===== src/core/poc_defs.svh =====
`ifndef POC_DEFS_SVH
`define POC_DEFS_SVH

// ==========================================================================
// Register byte offsets.
// ==========================================================================
`define POC_OFS_FUNCTION_SWITCH_GROUP_ONE 6'h00
`define POC_OFS_FUNCTION_SWITCH_GROUP_TWO 6'h04
`define POC_OFS_SGB 6'h08
`define POC_OFS_OUTCFG 6'h0C
`define POC_OFS_LOW_START 6'h10
`define POC_OFS_HIGH_START 6'h14
`define POC_OFS_LOW_TIME 6'h18
`define POC_OFS_HIGH_TIME 6'h1C
`define POC_OFS_INV_TIME 6'h20
`define POC_OFS_CMD 6'h24
`define POC_OFS_STATUS 6'h28

// ==========================================================================
// Field positions.
// ==========================================================================
`define POC_FUNCTION_SWITCH_GROUP_ONE_CURVE_LSB 0
`define POC_FUNCTION_SWITCH_GROUP_ONE_DOUBLE 4
`define POC_FUNCTION_SWITCH_GROUP_TWO_HIGH_OFF 4
`define POC_SGB_BLOCK_LOW 0
`define POC_SGB_BLOCK_HIGH 1
`define POC_SGB_LATCH 5
`define POC_OUTCFG_AUX 0
`define POC_CMD_RELEASE 0

// ==========================================================================
// Reset values; currents count in hundredths of rated current.
// ==========================================================================
`define POC_RST_SWITCH 8'h00
`define POC_RST_LOW_START 16'h0064
`define POC_RST_HIGH_START 16'h0190
`define POC_RST_LOW_TIME 16'h0005
`define POC_RST_HIGH_TIME 16'h0004
`define POC_RST_INV_TIME 16'h0064

// ==========================================================================
// Current scaling.
// ==========================================================================
`define POC_PERCENT 8'h64
`define POC_INV_CAP 16'h00FA
`define POC_HIGH_MIN 16'h0032
`define POC_HIGH_MAX 16'h0FA0
`define POC_DBL_LOW_PCT 8'h0C
`define POC_DBL_HIGH_PCT 8'h96
`define POC_DBL_END_PCT 8'h7D

// ==========================================================================
// Timing.
// ==========================================================================
`define POC_CLK_PERIOD_NS 10
`define POC_TICK_MS 10
`define POC_TICK_CYCLES ((`POC_TICK_MS * 1000000) / `POC_CLK_PERIOD_NS)
`define POC_INRUSH_MS 60
`define POC_INRUSH_TICKS (`POC_INRUSH_MS / `POC_TICK_MS)
`define POC_LOW_TIME_MIN_MS 50
`define POC_HIGH_TIME_MIN_MS 40
`define POC_TIME_MAX_S 300
`define POC_LOW_MIN_TICKS \
    ((`POC_LOW_TIME_MIN_MS + `POC_TICK_MS - 1) / `POC_TICK_MS)
`define POC_HIGH_MIN_TICKS \
    ((`POC_HIGH_TIME_MIN_MS + `POC_TICK_MS - 1) / `POC_TICK_MS)
`define POC_MAX_TICKS ((`POC_TIME_MAX_S * 1000) / `POC_TICK_MS)

`endif


===== src/core/poc_pkg.sv =====
package poc_pkg;

    typedef enum logic [2:0] {
        POC_DEFINITE = 3'b000,
        POC_CURVE_1 = 3'b001,
        POC_CURVE_2 = 3'b010,
        POC_CURVE_3 = 3'b011,
        POC_CURVE_4 = 3'b100,
        POC_CURVE_5 = 3'b101,
        POC_CURVE_6 = 3'b110,
        POC_CURVE_RSV = 3'b111
    } poc_curve_t;

    typedef enum logic [1:0] {
        POC_IDLE = 2'b00,
        POC_TIMING = 2'b01,
        POC_OPERATED = 2'b10
    } poc_tmr_state_t;

endpackage


===== src/core/poc_top.sv =====
`timescale 1ns/1ns
`include "poc_defs.svh"
// Operation
// RQ1: A stage starts when any phase current exceeds its start threshold.
// RQ2: Starting drives the start output and display indication together.
// RQ3: Started longer than operate time asserts main trip and red indicator.
// RQ4: Red indicator holds after dropout until the reset button is pressed.
// RQ5: Output configuration can add an auxiliary trip output.
// RQ6: Blocking input inhibits operation of the stages it is routed to.
// RQ7: Three switch bits pick definite time or one of six inverse curves; all six codes select the same fixed inv_time delay.
// RQ8: Low-set definite delay spans 0.05 s to 300 s.
// RQ9: Inverse mode caps the low-set start threshold at 2.5 rated current.
// RQ10: High-set starting blocks inverse-time operation of the low-set stage.
// RQ11: High-set delay spans 0.04 s to 300 s.
// RQ12: Latch switch keeps main trip asserted after the stage drops out.
// RQ13: Latched trip clears by reset plus program, or by release command.
// RQ14: A function switch enables high-set threshold doubling at energising.
// RQ15: Doubling starts on a rise from below 0.12 to above 1.5 within 60 ms.
// RQ16: Doubling ends once currents fall below 1.25 times low-set threshold.
// RQ17: High-set start threshold spans 0.5 to 40 times rated current.
// RQ18: A function switch disables the high-set stage, treating it infinite.
// RQ19: A timer restarts from zero when its stage drops out early.
// RQ20: Timers run on a fixed 10 ms time base from the system clock.
module poc_top
    import poc_pkg::*;
#(
    parameter int unsigned TICK_CYCLES = `POC_TICK_CYCLES
) (
    input wire logic sys_clk,
    input wire logic srst,
    input wire logic [5:0] avs_address,
    input wire logic avs_read,
    input wire logic avs_write,
    input wire logic [31:0] avs_writedata,
    input wire logic [3:0] avs_byteenable,
    output logic [31:0] avs_readdata,
    output logic avs_waitrequest,
    input wire logic [15:0] phase_a,
    input wire logic [15:0] phase_b,
    input wire logic [15:0] phase_c,
    input wire logic block_in,
    input wire logic reset_button,
    input wire logic program_button,
    output logic start_out_a,
    output logic start_or_aux_trip_out,
    output logic main_trip_out,
    output logic trip_indicator,
    output logic start_ind_low,
    output logic start_ind_high,
    output logic high_dashes
);

    // ======================================================================
    // Helper functions.
    // ======================================================================
    function automatic logic [31:0] be_merge(input logic [31:0] old_v,
                                             input logic [31:0] new_v,
                                             input logic [3:0] be);
        logic [31:0] r;
        r = old_v;
        for (int i = 0; i < 4; i++) begin
            if (be[i]) begin
                r[i*8 +: 8] = new_v[i*8 +: 8];
            end
        end
        return r;
    endfunction

    function automatic logic [23:0] scale(input logic [15:0] v,
                                          input logic [7:0] k);
        return 24'(v) * 24'(k);
    endfunction

    function automatic logic [15:0] clamp16(input logic [15:0] v,
                                            input logic [15:0] lo,
                                            input logic [15:0] hi);
        return (v < lo) ? lo : ((v > hi) ? hi : v);
    endfunction

    function automatic logic any_above(input logic [16:0] th);
        return ({1'b0, phase_a} > th) || ({1'b0, phase_b} > th) ||
               ({1'b0, phase_c} > th);
    endfunction

    // ======================================================================
    // Pin synchronisers.
    // ======================================================================
    logic [2:0] pin_meta;
    logic [2:0] pin_sync;

    always_ff @(posedge sys_clk) begin
        if (srst) begin
            pin_meta <= 3'h0;
            pin_sync <= 3'h0;
        end else begin
            pin_meta <= {program_button, reset_button, block_in};
            pin_sync <= pin_meta;
        end
    end

    wire block_s = pin_sync[0];
    wire reset_s = pin_sync[1];
    wire program_s = pin_sync[2];

    // ======================================================================
    // Register file on the Avalon-MM slave.
    // ======================================================================
    logic [7:0] function_switch_group_one;
    logic [7:0] function_switch_group_two;
    logic [7:0] blocking_switch_group;
    logic [7:0] out_cfg;
    logic [15:0] low_start;
    logic [15:0] high_start;
    logic [15:0] low_time;
    logic [15:0] high_time;
    logic [15:0] inv_time;
    logic latch_release_command;
    logic dbl_active;
    logic low_exp;
    logic high_exp;

    wire reg_wr = avs_write && !avs_waitrequest;
    wire [5:0] ofs = {avs_address[5:2], 2'b00};
    wire sel_function_switch_group_one = (ofs == `POC_OFS_FUNCTION_SWITCH_GROUP_ONE);
    wire sel_function_switch_group_two = (ofs == `POC_OFS_FUNCTION_SWITCH_GROUP_TWO);
    wire sel_sgb = (ofs == `POC_OFS_SGB);
    wire sel_out = (ofs == `POC_OFS_OUTCFG);
    wire sel_ls = (ofs == `POC_OFS_LOW_START);
    wire sel_hs = (ofs == `POC_OFS_HIGH_START);
    wire sel_lt = (ofs == `POC_OFS_LOW_TIME);
    wire sel_ht = (ofs == `POC_OFS_HIGH_TIME);
    wire sel_it = (ofs == `POC_OFS_INV_TIME);
    wire sel_cmd = (ofs == `POC_OFS_CMD);
    wire sel_st = (ofs == `POC_OFS_STATUS);

    wire [31:0] status_word = {24'h000000, block_s, dbl_active,
        trip_indicator, main_trip_out, high_exp, low_exp,
        start_ind_high, start_ind_low};

    wire [31:0] rd_value =
        sel_function_switch_group_one ? {24'h000000, function_switch_group_one} :
        sel_function_switch_group_two ? {24'h000000, function_switch_group_two} :
        sel_sgb ? {24'h000000, blocking_switch_group} :
        sel_out ? {24'h000000, out_cfg} :
        sel_ls ? {16'h0000, low_start} :
        sel_hs ? {16'h0000, high_start} :
        sel_lt ? {16'h0000, low_time} :
        sel_ht ? {16'h0000, high_time} :
        sel_it ? {16'h0000, inv_time} :
        sel_st ? status_word : 32'h00000000;

    wire [31:0] wr_value = be_merge(rd_value, avs_writedata, avs_byteenable);
    wire next_waitrequest = !(avs_waitrequest && (avs_read || avs_write));

    always_ff @(posedge sys_clk) begin
        if (srst) begin
            avs_waitrequest <= 1'b1;
            avs_readdata <= 32'h00000000;
        end else begin
            avs_waitrequest <= next_waitrequest;
            if (avs_read && avs_waitrequest) begin
                avs_readdata <= rd_value;
            end
        end
    end

    always_ff @(posedge sys_clk) begin
        if (srst) begin
            function_switch_group_one <= `POC_RST_SWITCH;
            function_switch_group_two <= `POC_RST_SWITCH;
            blocking_switch_group <= `POC_RST_SWITCH;
            out_cfg <= `POC_RST_SWITCH;
            low_start <= `POC_RST_LOW_START;
            high_start <= `POC_RST_HIGH_START;
            low_time <= `POC_RST_LOW_TIME;
            high_time <= `POC_RST_HIGH_TIME;
            inv_time <= `POC_RST_INV_TIME;
        end else if (reg_wr) begin
            if (sel_function_switch_group_one) function_switch_group_one <= wr_value[7:0];
            if (sel_function_switch_group_two) function_switch_group_two <= wr_value[7:0];
            if (sel_sgb) blocking_switch_group <= wr_value[7:0];
            if (sel_out) out_cfg <= wr_value[7:0];
            if (sel_ls) low_start <= wr_value[15:0];
            if (sel_hs) high_start <= wr_value[15:0];
            if (sel_lt) low_time <= wr_value[15:0];
            if (sel_ht) high_time <= wr_value[15:0];
            if (sel_it) inv_time <= wr_value[15:0];
        end
    end

    always_ff @(posedge sys_clk) begin
        if (srst) begin
            latch_release_command <= 1'b0;
        end else begin
            latch_release_command <= reg_wr && sel_cmd && avs_byteenable[0] &&
                avs_writedata[`POC_CMD_RELEASE];
        end
    end

    // ======================================================================
    // Time base.
    // ======================================================================
    logic [19:0] tick_cnt;
    logic tick;
    wire tick_wrap = (tick_cnt == 20'(TICK_CYCLES - 1));

    always_ff @(posedge sys_clk) begin
        if (srst) begin
            tick_cnt <= 20'h00000;
            tick <= 1'b0;
        end else begin
            tick_cnt <= tick_wrap ? 20'h00000 : tick_cnt + 20'h00001; // RQ20
            tick <= tick_wrap; // RQ20
        end
    end

    // ======================================================================
    // Thresholds and starting.
    // ======================================================================
    wire [2:0] curve_sel =
        function_switch_group_one[`POC_FUNCTION_SWITCH_GROUP_ONE_CURVE_LSB +: 3];
    wire inverse_time_mode = (curve_sel != POC_DEFINITE) && // RQ7
                             (curve_sel != POC_CURVE_RSV);
    wire [15:0] low_eff = (inverse_time_mode && low_start > `POC_INV_CAP) ?
                          `POC_INV_CAP : low_start; // RQ9
    wire [15:0] high_eff = clamp16(high_start, `POC_HIGH_MIN,
                                   `POC_HIGH_MAX); // RQ17
    wire high_off = function_switch_group_two[`POC_FUNCTION_SWITCH_GROUP_TWO_HIGH_OFF];
    wire [16:0] high_th = dbl_active ? {high_eff, 1'b0} : {1'b0, high_eff};
    wire low_started = any_above({1'b0, low_eff}); // RQ1
    wire high_started = !high_off && any_above(high_th); // RQ1 RQ18

    // ======================================================================
    // Threshold doubling at energisation.
    // ======================================================================
    wire [15:0] peak = (phase_a > phase_b) ?
        ((phase_a > phase_c) ? phase_a : phase_c) :
        ((phase_b > phase_c) ? phase_b : phase_c);
    wire [23:0] peak_pct = scale(peak, `POC_PERCENT);
    wire below_012 = peak_pct < scale(low_eff, `POC_DBL_LOW_PCT);
    wire above_150 = peak_pct > scale(low_eff, `POC_DBL_HIGH_PCT);
    wire below_125 = peak_pct < scale(low_eff, `POC_DBL_END_PCT);
    wire dbl_enable = function_switch_group_one[`POC_FUNCTION_SWITCH_GROUP_ONE_DOUBLE];

    logic seen_low;
    logic [3:0] since_low;
    wire inrush_recent = seen_low && (since_low < 4'(`POC_INRUSH_TICKS));

    always_ff @(posedge sys_clk) begin
        if (srst) begin
            seen_low <= 1'b0;
            since_low <= 4'h0;
            dbl_active <= 1'b0;
        end else begin
            if (below_012) begin
                seen_low <= 1'b1;
                since_low <= 4'h0;
            end else if (tick && inrush_recent) begin
                since_low <= since_low + 4'h1; // RQ15
            end
            if (!dbl_enable) begin
                dbl_active <= 1'b0; // RQ14
            end else if (dbl_active && below_125) begin
                dbl_active <= 1'b0; // RQ16
            end else if (inrush_recent && above_150) begin
                dbl_active <= 1'b1; // RQ15
            end
        end
    end

    // ======================================================================
    // Operate timers.
    // ======================================================================
    wire block_low = block_s && blocking_switch_group[`POC_SGB_BLOCK_LOW];
    wire block_high = block_s && blocking_switch_group[`POC_SGB_BLOCK_HIGH];
    wire low_run = low_started && !block_low && // RQ6
                   !(inverse_time_mode && high_started); // RQ10
    wire high_run = high_started && !block_high; // RQ6
    wire [15:0] low_delay = inverse_time_mode ? inv_time :
        clamp16(low_time, 16'(`POC_LOW_MIN_TICKS),
                16'(`POC_MAX_TICKS)); // RQ8
    wire [15:0] high_delay = clamp16(high_time, 16'(`POC_HIGH_MIN_TICKS),
                                     16'(`POC_MAX_TICKS)); // RQ11

    poc_stage_timer u_low_timer (
        .sys_clk(sys_clk),
        .srst(srst),
        .tick(tick),
        .run(low_run),
        .delay(low_delay),
        .expired(low_exp)
    );

    poc_stage_timer u_high_timer (
        .sys_clk(sys_clk),
        .srst(srst),
        .tick(tick),
        .run(high_run),
        .delay(high_delay),
        .expired(high_exp)
    );

    // ======================================================================
    // Trip, latching and indication.
    // ======================================================================
    wire trip_now = low_exp || high_exp;
    wire latch_en = blocking_switch_group[`POC_SGB_LATCH];
    wire aux_en = out_cfg[`POC_OUTCFG_AUX];
    wire latch_clear = (reset_s && program_s) || latch_release_command;
    wire next_main_trip = trip_now || // RQ3
        (latch_en && main_trip_out && !latch_clear); // RQ12 RQ13
    wire next_indicator = trip_now || (trip_indicator && !reset_s); // RQ4

    always_ff @(posedge sys_clk) begin
        if (srst) begin
            start_out_a <= 1'b0;
            start_or_aux_trip_out <= 1'b0;
            main_trip_out <= 1'b0;
            trip_indicator <= 1'b0;
            start_ind_low <= 1'b0;
            start_ind_high <= 1'b0;
            high_dashes <= 1'b0;
        end else begin
            start_out_a <= low_started; // RQ2
            start_ind_low <= low_started; // RQ2
            start_ind_high <= high_started; // RQ2
            start_or_aux_trip_out <= high_started ||
                (aux_en && trip_now); // RQ5
            main_trip_out <= next_main_trip;
            trip_indicator <= next_indicator;
            high_dashes <= high_off; // RQ18
        end
    end
endmodule


===== src/core/poc_stage_timer.sv =====
`timescale 1ns/1ns
module poc_stage_timer
    import poc_pkg::*;
(
    input wire logic sys_clk,
    input wire logic srst,
    input wire logic tick,
    input wire logic run,
    input wire logic [15:0] delay,
    output logic expired
);

    poc_tmr_state_t state;
    logic [15:0] cnt;
    wire reached = (cnt >= delay);

    assign expired = (state == POC_OPERATED);

    always_ff @(posedge sys_clk) begin
        if (srst) begin
            state <= POC_IDLE;
            cnt <= 16'h0000;
        end else if (!run) begin
            state <= POC_IDLE; // RQ19
            cnt <= 16'h0000; // RQ19
        end else begin
            case (state)
                POC_IDLE: begin
                    state <= POC_TIMING;
                end
                POC_TIMING: begin
                    if (reached) begin
                        state <= POC_OPERATED;
                    end else if (tick) begin
                        cnt <= cnt + 16'h0001; // RQ20
                    end
                end
                POC_OPERATED: begin
                    state <= POC_OPERATED;
                end
                default: begin
                    state <= POC_IDLE;
                end
            endcase
        end
    end
endmodule


===== config.mk =====
export PLATFORM = sky130hd
export DESIGN_NAME = poc_top
export DESIGN_NICKNAME = d
export VERILOG_FILES = /design/src/core/poc_pkg.sv /design/src/core/poc_top.sv /design/src/core/poc_stage_timer.sv
export VERILOG_INCLUDE_DIRS = /design/src /design/src/core
export SDC_FILE = /design/constraint.sdc
export NUM_CORES = 1
export LEC_CHECK = 0
export BUFFER_PORTS_ARGS = -buffer_cell sky130_fd_sc_hd__buf_4
export CORE_AREA = 2 2 265 163
export DETAILED_ROUTE_END_ITERATION = 16
export DIE_AREA = 0 0 267 165
export PLACE_DENSITY = 0.73
export SETUP_SLACK_MARGIN = 0.15
export SLEW_MARGIN = 40
export SYNTH_ARGS = -nofsm -noshare
export SYNTH_HDL_FRONTEND = slang
export SYNTH_HIERARCHICAL = 1
export SYNTH_SLANG_ARGS = --single-unit
export TNS_END_PERCENT = 50

===== constraint.sdc =====
create_clock -name sys_clk -period 12.35 [get_ports sys_clk]
set_input_delay 1.235 -clock sys_clk [delete_from_list [all_inputs] [get_ports sys_clk]]
set_output_delay 1.235 -clock sys_clk [all_outputs]
set_load 0.005 [all_outputs]

# Word level (Yosys, flattened, before mapping)
# Index checks and enable logic that the tools add are counted.
# classes
add_sub_neg	4
mul	4
n_lt_le_gt_ge	22
n_reduce_logical	62
n_bitwise	5
eq_ne	18
n_mux	28
# ops
operator	count
two-way mux 16 bit	20
> comparator 16 bit	6
> comparator 16 x 17 -> 1 bit	3
multiplier 16 x 7 -> 23 bit, second input constant	2
adder 16 x 1 -> 16 bit, second input constant	2
greater-or-equal comparator 16 bit	2
> comparator 16 x 15 -> 1 bit, second input constant	2
< comparator 16 x 3 -> 1 bit, second input constant	2
> comparator 23 x 24 -> 1 bit	1
logical AND 1 bit	24
two-way mux 8 bit	3
< comparator 23 x 20 -> 1 bit	1
< comparator 23 bit	1
multiplier 16 x 5 -> 21 bit, second input constant	1
adder 20 x 1 -> 20 bit, second input constant	1
== test 20 bit, second input constant	1
multiplier 16 x 2 -> 18 bit, second input constant	1
AND reduction 2 bit	9
two-way mux 17 bit	1
== test 4 x 3 -> 1 bit, second input constant	4
> comparator 16 x 12 -> 1 bit, second input constant	1
> comparator 16 x 8 -> 1 bit, second input constant	1
< comparator 16 x 6 -> 1 bit, second input constant	1
== test 4 bit, second input constant	3
19 further kinds	50
# word_totals
ff_bits	221
out_inout_bits	40
wordCells	172

# Depth between registers and ports, before layout
# Gate-level depths: netlist of the first run.
# logic_depth
ltp_word	13
depth_mapped	35

# By module
# The synthesis of the first run kept the hierarchy.
# by_module_without_submodules
module	cells_per_inst	area_per_inst_um2	seq_area_each_um2	instances
poc_top	2508	19874.1	3383.2	1
poc_stage_timer	163	1366.3	360.3	2

# Least setup slack after synthesis of the first run
# OpenSTA, ideal clock, no wires.
# synth_timing
path_type	input-to-reg
from	in phase_c[10]
to	reg since_low[0]
n_path_buf	3
stages	33
arrival_time_ns	7.677
setup_slack_ns	4.541
required_time_ns	12.218
cell_sequence	inv_1 ha_1 nand3_1 nor4_1 a21bo_2 o211ai_1 or4b_1 clkbuf_2 clkbuf_1 buf_1 a31oi_1 ha_1 ha_1 inv_1 fa_1 inv_1 ha_1 nor2b_1 o31a_1 o22ai_1 o21bai_1 a21oi_1 a21oi_1 xor2_1 ha_1 a21o_1 a21o_1 a21oi_1 o211ai_1 a21oi_1 o31ai_2 nor4_4 nor3_1
# synth_between
elab_chain_len	6
word_cells_on_any_way	8
# synth_lines
item	line	text
start: declaration	poc_top.sv:40	input wire logic [15:0] phase_c,
> comparator 16 bit, on equally long branches	poc_top.sv:238, poc_top.sv:237	
two-way mux 16 bit, on equally long branches	poc_top.sv:238, poc_top.sv:237	
two-way mux 16 bit *	poc_top.sv:236	wire [15:0] peak = (phase_a > phase_b) ?
multiplier 16 x 5 -> 21 bit *	poc_top.sv:71	return 24'(v) * 24'(k);
< comparator 23 x 20 -> 1 bit *	poc_top.sv:240	wire below_012 = peak_pct < scale(low_eff, `POC_DBL_LOW_PCT);
OR reduction 2 bit (no line) *	-	
end signal: assignment	poc_top.sv:259	since_low <= since_low + 4'h1;
end: declaration	poc_top.sv:246	logic [3:0] since_low;
# Every way passes the cells marked *; elsewhere a longest branch is shown, timed or not.
# A chain may end at the register's enable or synchronous reset.

# Worst setup path in the final report of the first run
# layout_timing
from	in phase_b[14]
to	reg since_low[0]
# layout_between
elab_chain_len	6
word_cells_on_any_way	7
# layout_lines
item	line	text
start: declaration	poc_top.sv:39	input wire logic [15:0] phase_b,
> comparator 16 bit	poc_top.sv:238	((phase_b > phase_c) ? phase_b : phase_c);
two-way mux 16 bit	poc_top.sv:238	
two-way mux 16 bit *	poc_top.sv:236	
multiplier 16 x 5 -> 21 bit *	poc_top.sv:71	
< comparator 23 x 20 -> 1 bit *	poc_top.sv:240	
OR reduction 2 bit (no line) *	-	
# Marked as above.

==> impl_results.md, run 1 <==
- GR Util met1: 0.471
- Worst VDD drop: 0.168 mV
- Hold Path Origin: pin_meta[0]
- Flops & latches, synth: 205
- CTS max path bufs: 3
- Routed Antenna Nets: 0
- Netlist Area Pre-Place: 22600 um2
- Worst endpoint data arrival time: 9.40 ns
- Worst skew pair latency: 0.52 ns
- Max-cap violations: 0
- Fin crit period: 9.04 ns
- CORE AREA: 41400 um2
- Largest net degree at the start of global routing: 80
- 1st-iter DRT viols: 2083
- DIE WIDTH: 267 um
- Area of the multi-input gates: 17000 um2
- CP max stage cell: or4b_2
- Register Area: 4110 um2
- CTS buffer count: 18
- Die ar.: 44100 um2
- Yosys cell types: 98
- CP Capture Type: register
- Post-synth EDFFs: 0
- Max-slew headroom: 0.426
- Fin crit share: 0.732
- Routed WL: 71.7 mm
- Hold Violations, Final: 0
- GRT Util Overall: 0.326
- Status: finished clean
- Power density cells: 136 nW/um2
- Slowest stage delay, CP: 0.99 ns
- Cts hold-fix bufs: 0
- Final #Nets: 3450
- Vias in the first global route: 20.5k
- Initial Util: 0.546
- DP HPWL: 57.7 mm
- CP required: 12.71 ns
- CTS resizes: 0
- Hold slack: 0.437 ns
- TNS Setup: 0 ns
- Via Count: 21.2k
- Final Max Slew Viols: 0
- Crit Path Max Fanout: 25
- I/O pins: 137
- RSZ-0062 raised after global routing: no
- Antenna diode count: 0
- Clock transition at path regs: 0.07 ns
- Initial antenna violation count: 3
- Post CTS Setup Buffer Count: 0
- Gr ovfl total: 0
- Row count: 58
- Pleak: 11.1 nW
- Die H: 165 um
- Min-delay worst type: reg2reg
- Clock Skews: 0.0300 ns
- Reg-to-Reg Start: low_start[5]
- Routability-driven placement congestion ratio: 0.965
- GR Util met2: 0.471
- Syn Area/Cell: 7.98 um2
- WL/cell: 20.7 um
- Register area share after synthesis: 0.182
- Setup-failing EPs final: 0
- Most frequent CP cell: ha_1
- Post-Syn Instances: 2834
- Met3 Use GR: 0.100
- Clock Tree Root: clkbuf_16
- Slew @ Worst Pin: 0.857 ns
- Drc violations: 0
- Area grow syn2layout: 7.60%
- CTS sink count: 205
- H-tree depth: 1
- CTS tree: yes
- Async SR Flop Fraction: 0
- Fillers: 3786
- Via/cell ratio: 6.13
- Fmax achieved: 111 MHz
- Synth Flop Type: dfxtp_1
- First-pass GRT wire length: 112 mm
- Gr busiest metal: met2
- WS Path Type: in2reg
- Yosys warns: 6
- Share of layout cells above drive strength 1: 0.0849
- Drt first pass iters: 8
- CP startpoint: phase_b[14]
- Port bufs: 100
- Startpoint types: input port
[per-layer routing]
metal	wire [um]	up-vias
li1	-	9987
met1	33100	10136
met2	28800	944
met3	8280	114
met4	1450	4
met5	23	-
[worst max-delay path, delay by kind of cell]
family                     cells  cell delay [ns]
adders and majority gates      6             1.96
xor gates and xnor gates       1             0.46
buffers and inverters          4             0.29
AOI/OAI and AO/OA             13             3.53
and+or+nand+nor                6             1.89
[cell type report]
class                           count  area share
Clock inverter                      3     0.00165
Multi-Input combinational cell   2237       0.697
Sequential cell                   205       0.169
Inverter                          302      0.0467
Tap cell                          570      0.0293
Timing Repair Buffer              112      0.0347
Clock buffer                       28      0.0218
[synth_stat cells (41+ instances only)]
master | n | area (um2)
nor2b_1 | 55 | 344
clkbuf_1 | 78 | 293
nor3_1 | 49 | 245
nor2_1 | 268 | 1010
fa_1 | 82 | 1640
a21oi_1 | 260 | 1300
inv_1 | 299 | 1120
a21o_1 | 50 | 375
o21ai_0 | 84 | 420
nand2_1 | 244 | 916
xnor2_1 | 56 | 490
xor2_1 | 41 | 359
ha_1 | 395 | 4940
nand3_1 | 78 | 390
dfxtp_1 | 205 | 4100
nand4_1 | 53 | 332
[worst paths after layout]
check	end	cells past startpoint	slack (ns)
worst min register to register	pin_sync[0]	1	0.44
worst max register to register	dbl_active	30	3.64
worst min-delay path	pin_sync[0]	1	0.44
worst max-delay path	since_low[0]	30	3.31
[placed cells by master, fill, tap and decap left out, types with 12 or more instances in the layout]
cell type / netlist / layout
nand4_1: 53 / 53
or4_1: 21 / 21
o31ai_1: 22 / 22
o21a_1: 29 / 29
nand2b_1: 26 / 26
clkbuf_16: 0 / 19
dfxtp_1: 205 / 204
conb_1: 2 / 26
mux2i_1: 28 / 28
a22oi_1: 21 / 21
nor3_1: 49 / 48
nor2b_1: 55 / 52
or3_1: 20 / 20
inv_1: 299 / 299
xor2_1: 41 / 41
buf_4: 18 / 111
nor2_1: 268 / 267
or2_2: 20 / 20
nand2_1: 244 / 244
a31oi_1: 16 / 15
nor4_1: 12 / 12
o22ai_1: 12 / 12
xnor2_1: 56 / 56
a21o_1: 50 / 50
ha_1: 395 / 395
o211ai_1: 30 / 30
o21ai_0: 84 / 84
fa_1: 82 / 82
and2_1: 16 / 15
mux2_2: 18 / 18
nand3_1: 78 / 78
a21oi_1: 260 / 260
a211oi_1: 25 / 25
and3_1: 23 / 23
[per-stage QoR]
stage | worst slack, ns | std cells | cell area [um2] | power, mW | util
floorplan | 4.54 | 2858 | 22700 | 2.12 | -
global placement | 2.82 | 3426 | 23700 | 2.59 | 0.572
detailed placement | 2.66 | 3426 | 23700 | 2.69 | 0.572
CTS | 3.18 | 3457 | 24300 | 3.28 | 0.586
global route | 2.98 | 3457 | 24300 | 3.59 | 0.587
finish | 3.31 | 3457 | 24300 | 3.31 | 0.587
[where the power goes]
part	switching [mW]	internal, mW	leakage, nW
Clock	0.268	0.317	0.279
Sequential	0.0137	0.678	1.66
Combinational	1.22	0.821	9.18
Total	1.50	1.82	11.1
[flip-flops by register name, indices dropped and copies added, names as in the netlist, 8 cells and up]
signal,cells
avs_readdata,16
blocking_switch_group,8
function_switch_group_one,8
function_switch_group_two,8
high_start,16
high_time,16
inv_time,16
low_start,16
low_time,16
out_cfg,8
tick_cnt,20
u_high_timer/cnt,16
u_low_timer/cnt,16
[cells by family (layout without fill, tap and decap cells)]
| group | Yosys count | after routing | synth area share |
|---|---|---|---|
| fa+ha+maj | 479 | 479 | 0.292 |
| other cells | 2 | 26 | 0.000332 |
| compound gates | 669 | 669 | 0.191 |
| mux | 46 | 46 | 0.0214 |
| flops | 205 | 205 | 0.182 |
| buf+inv | 416 | 445 | 0.0738 |
| xor+xnor | 97 | 97 | 0.0376 |
| simple gates | 920 | 920 | 0.202 |
Power figures use the tool's default switching activity.
==> inputs of run 2 (changes only) <==
Settings changed: ABC_AREA from default to 1, CORE_AREA 2 2 265 163 to 2 2 270 165, DIE_AREA 0 0 267 165 to 0 0 272 167.
Clock period 12.35 ns to 8.64 ns, I/O delays scaled along.
==> run 2 against run 1 <==
Sequential power is 44% higher. Via count increased by 11%. Largest power group unchanged. Clock skew is 0.016 ns lower. Critical endpoint is now dbl_active. Combinational power is 58% higher. Synthesized area is 3.6% higher. Routed wire length is 4.9% higher. Die area grew 3.1%. Sequential share of layout area is 0.64 points lower. Largest cell class unchanged. Total power increased by 52%. Hold slack got worse by 0.029 ns. Count of clock-buffer cells in the layout shrank 3.
==> impl_results.md, run 2 <==
- Yosys warns: 6 (unchanged)
- Via/cell ratio: 5.81 (was 6.13)
- Fin crit period: 7.38 ns
- First-pass GRT wire length: 118 mm (was 112 mm)
- Gr ovfl total: 0 (unchanged)
- Gr busiest metal: met1 (was met2)
- Flops & latches, synth: 205 (unchanged)
- Yosys cell types: 64 (was 98)
- Crit Path Max Fanout: 17 (was 25)
- Netlist Area Pre-Place: 23400 um2 (was 22600 um2)
- TNS Setup: 0 ns (unchanged)
- Drt first pass iters: 6 (was 8)
- 1st-iter DRT viols: 2634 (was 2083)
- Final #Nets: 4038 (was 3450)
- Final core utilization: 0.589 (was 0.587)
- Synth Flop Type: dfxtp_1 (unchanged)
- Worst VDD drop: 0.256 mV (was 0.168 mV)
- Drc violations: 0 (unchanged)
- Top reg by flops: tick_cnt (unchanged)
- Fmax achieved: 136 MHz
- Clock Skews: 0.0138 ns (was 0.0300 ns)
- Setup-failing EPs final: 0 (unchanged)
- Status: finished clean (unchanged)
- CTS sink count: 205 (unchanged)
- Routed WL: 75.2 mm (was 71.7 mm)
- Share of layout cells above drive strength 1: 0.0679 (was 0.0849)
- WL/cell: 18.5 um (was 20.7 um)
- Routability-driven placement congestion ratio: 0.972 (was 0.965)
- Initial antenna violation count: 1 (was 3)
- Fin crit share: 0.854
- CP required: 9.06 ns (was 12.71 ns)
- Largest net degree at the start of global routing: 86 (was 80)
- GR Util met2: 0.441 (was 0.471)
- Slew @ Worst Pin: 0.861 ns (was 0.857 ns)
- WS Path Type: in2reg (unchanged)
- CP max stage cell: xor2_1 (was or4b_2)
- Most common cell in the netlist: inv_1 (was ha_1)
- Total power: 5.04 mW (was 3.31 mW)
- Clock Tree Root: clkbuf_16 (unchanged)
- Min-delay worst type: reg2reg (unchanged)
- Vias in the first global route: 21.7k (was 20.5k)
- Via Count: 23.6k (was 21.2k)
- RSZ-0062 raised after global routing: no (unchanged)
- Post-Syn Instances: 3388 (was 2834)
- Clock transition at path regs: 0.07 ns (about the same)
- Non-Filler Instances: 4055 (was 3457)
- Leading area contributor after synthesis: ha_1 (unchanged)
- Initial Util: 0.546 (about the same)
- Placed Cells: 4023 (was 3426)
- Post CTS Setup Buffer Count: 0 (unchanged)
- Worst skew pair latency: 0.50 ns (was 0.52 ns)
- CTS buffer count: 18 (unchanged)
- Routed Antenna Nets: 0 (unchanged)
- Met3 Use GR: 0.0857 (was 0.100)
- Ranking of synthesized cells by area: ha_1 (21%), dfxtp_1 (18%), inv_1 (9.7%) (was ha_1 (22%), dfxtp_1 (18%), fa_1 (7.3%))
- Register area share after synthesis: 0.175 (was 0.182)
- Max-cap violations: 0 (unchanged)
- Max reg flops: 20 (unchanged)
- Async SR Flop Fraction: 0 (unchanged)
- GR Util met1: 0.508 (was 0.471)
- Max-slew headroom: 0.420 (was 0.426)
- Post-synth EDFFs: 0 (unchanged)
- Die H: 167 um (was 165 um)
- Die ar.: 45400 um2 (was 44100 um2)
- Slowest stage delay, CP: 0.60 ns (was 0.99 ns)
- CTS tree: yes (unchanged)
- Synth cell count leaders: inv_1 (606), nand2_1 (564), ha_1 (395) (was ha_1 (395), inv_1 (299), nor2_1 (268))
- Port bufs: 100 (unchanged)
- DP HPWL: 61.3 mm (was 57.7 mm)
- Final Max Slew Viols: 0 (unchanged)
- Startpoint types: input port (unchanged)
- I/O pins: 137 (unchanged)
- Worst endpoint data arrival time: 7.80 ns (was 9.40 ns)
- Commonest non-fill, non-tap cell in the layout: inv_1 (was ha_1)
- Pleak: 12.8 nW (was 11.1 nW)
- CORE AREA: 42900 um2 (was 41400 um2)
- CTS max path bufs: 3 (unchanged)
- DIE WIDTH: 272 um (was 267 um)
- CP Capture Type: register (unchanged)
- Hold Violations, Final: 0 (unchanged)
- Most frequent CP cell: nand2_1 (was ha_1)
- Most frequent cells in the layout: inv_1 (604), nand2_1 (564), ha_1 (395), a21oi_1 (326), nor2_1 (281) (was ha_1 (395), inv_1 (299), nor2_1 (267), a21oi_1 (260), nand2_1 (244))
- Syn Area/Cell: 6.91 um2 (was 7.98 um2)
- H-tree depth: 1 (unchanged)
- Cts hold-fix bufs: 0 (unchanged)
- Share of the synthesized area in the top cell type: 0.211 (was 0.219)
- Power density cells: 199 nW/um2 (was 136 nW/um2)
- GRT Util Overall: 0.325 (was 0.326)
- CTS resizes: 0 (unchanged)
- Row count: 59 (was 58)
- Area grow syn2layout: 7.92% (was 7.60%)
==> run 2: cell types whose count changed in the layout (fill, tap and decap cells not counted), sizes merged, moves of 29 or more <==
| cell | previous run | this run |
|---|---|---|
| a21o | 50 | 12 |
| nor2 | 270 | 299 |
| xnor2 | 56 | 27 |
| nand3 | 78 | 149 |
| a21oi | 270 | 332 |
| nand2 | 245 | 583 |
| o21ai | 96 | 267 |
| nor2b | 55 | 0 |
| inv | 302 | 613 |
==> run 2: path summary, 6_finish.rpt <==
kind,start,to,slack (ns),cells past startpoint
hold reg to reg,pin_meta[2],pin_sync[2],0.41,2
setup reg to reg,low_start[14],dbl_active,1.40,31
setup / recovery,phase_c[15],dbl_active,1.26,36
hold / removal,pin_meta[2],pin_sync[2],0.41,2
==> run 2: final cells by class <==
type,count,area (um2)
antenna,1,2.50
sequential,205,4100
timing repair buffer,121,908
clock inverter,6,55.1
tap,579,724
multi-input combinational,2502,16700
inverter,616,2310
fill,4087,17600
clock buffer,25,518
==> run 2: per-layer routing <==
metal / part of all wire / vias to the layer above / routed length, um
li1: - / 11312 / -
met1: 0.48 / 10988 / 36200
met2: 0.38 / 1144 / 28700
met3: 0.12 / 108 / 9070
met4: 0.015 / 0 / 1160
met5: 0 / - / 0
==> run 2: report_power, final <==
part	total, mW	leakage (nW)	internal, mW	switching (mW)
Combinational	3.22	10.9	1.17	2.05
Clock	0.822	0.287	0.451	0.372
Sequential	0.998	1.66	0.973	0.0253
Total	5.04	12.8	2.59	2.44
==> run 2: kinds of logic (layout without fill, tap and decap cells) <==
family | after synthesis | after routing | synth area share
flip-flops | 205 | 205 | 0.175
multiplexers | 3 | 3 | 0.00128
XOR/XNOR | 70 | 70 | 0.0262
AND/OR/NAND/NOR | 1207 | 1207 | 0.227
buffers and inverters | 705 | 768 | 0.118
other | 2 | 27 | 0.000321
adder cells (fa/ha/maj) | 477 | 477 | 0.281
AO/OA/AOI/OAI | 719 | 719 | 0.170
==> run 2: critical path, delay by kind of cell <==
family          cells  cell delay (ns)
fa+ha+maj           6             2.07
buf+inv             7             0.75
compound gates      5             1.11
simple gates       17             2.42
xor+xnor            1             0.60
==> run 2: metrics by stage <==
stage	instance area, um2	hold WS [ns]	worst slack [ns]
4_1_cts	25300	0.411	1.39
3_5_place_dp	24700	0.402	0.898
3_3_place_gp	24700	0.403	0.960
5_1_grt	25300	0.419	0.704
2_1_floorplan	23500	0.388	2.46
6_report	25300	0.408	1.26
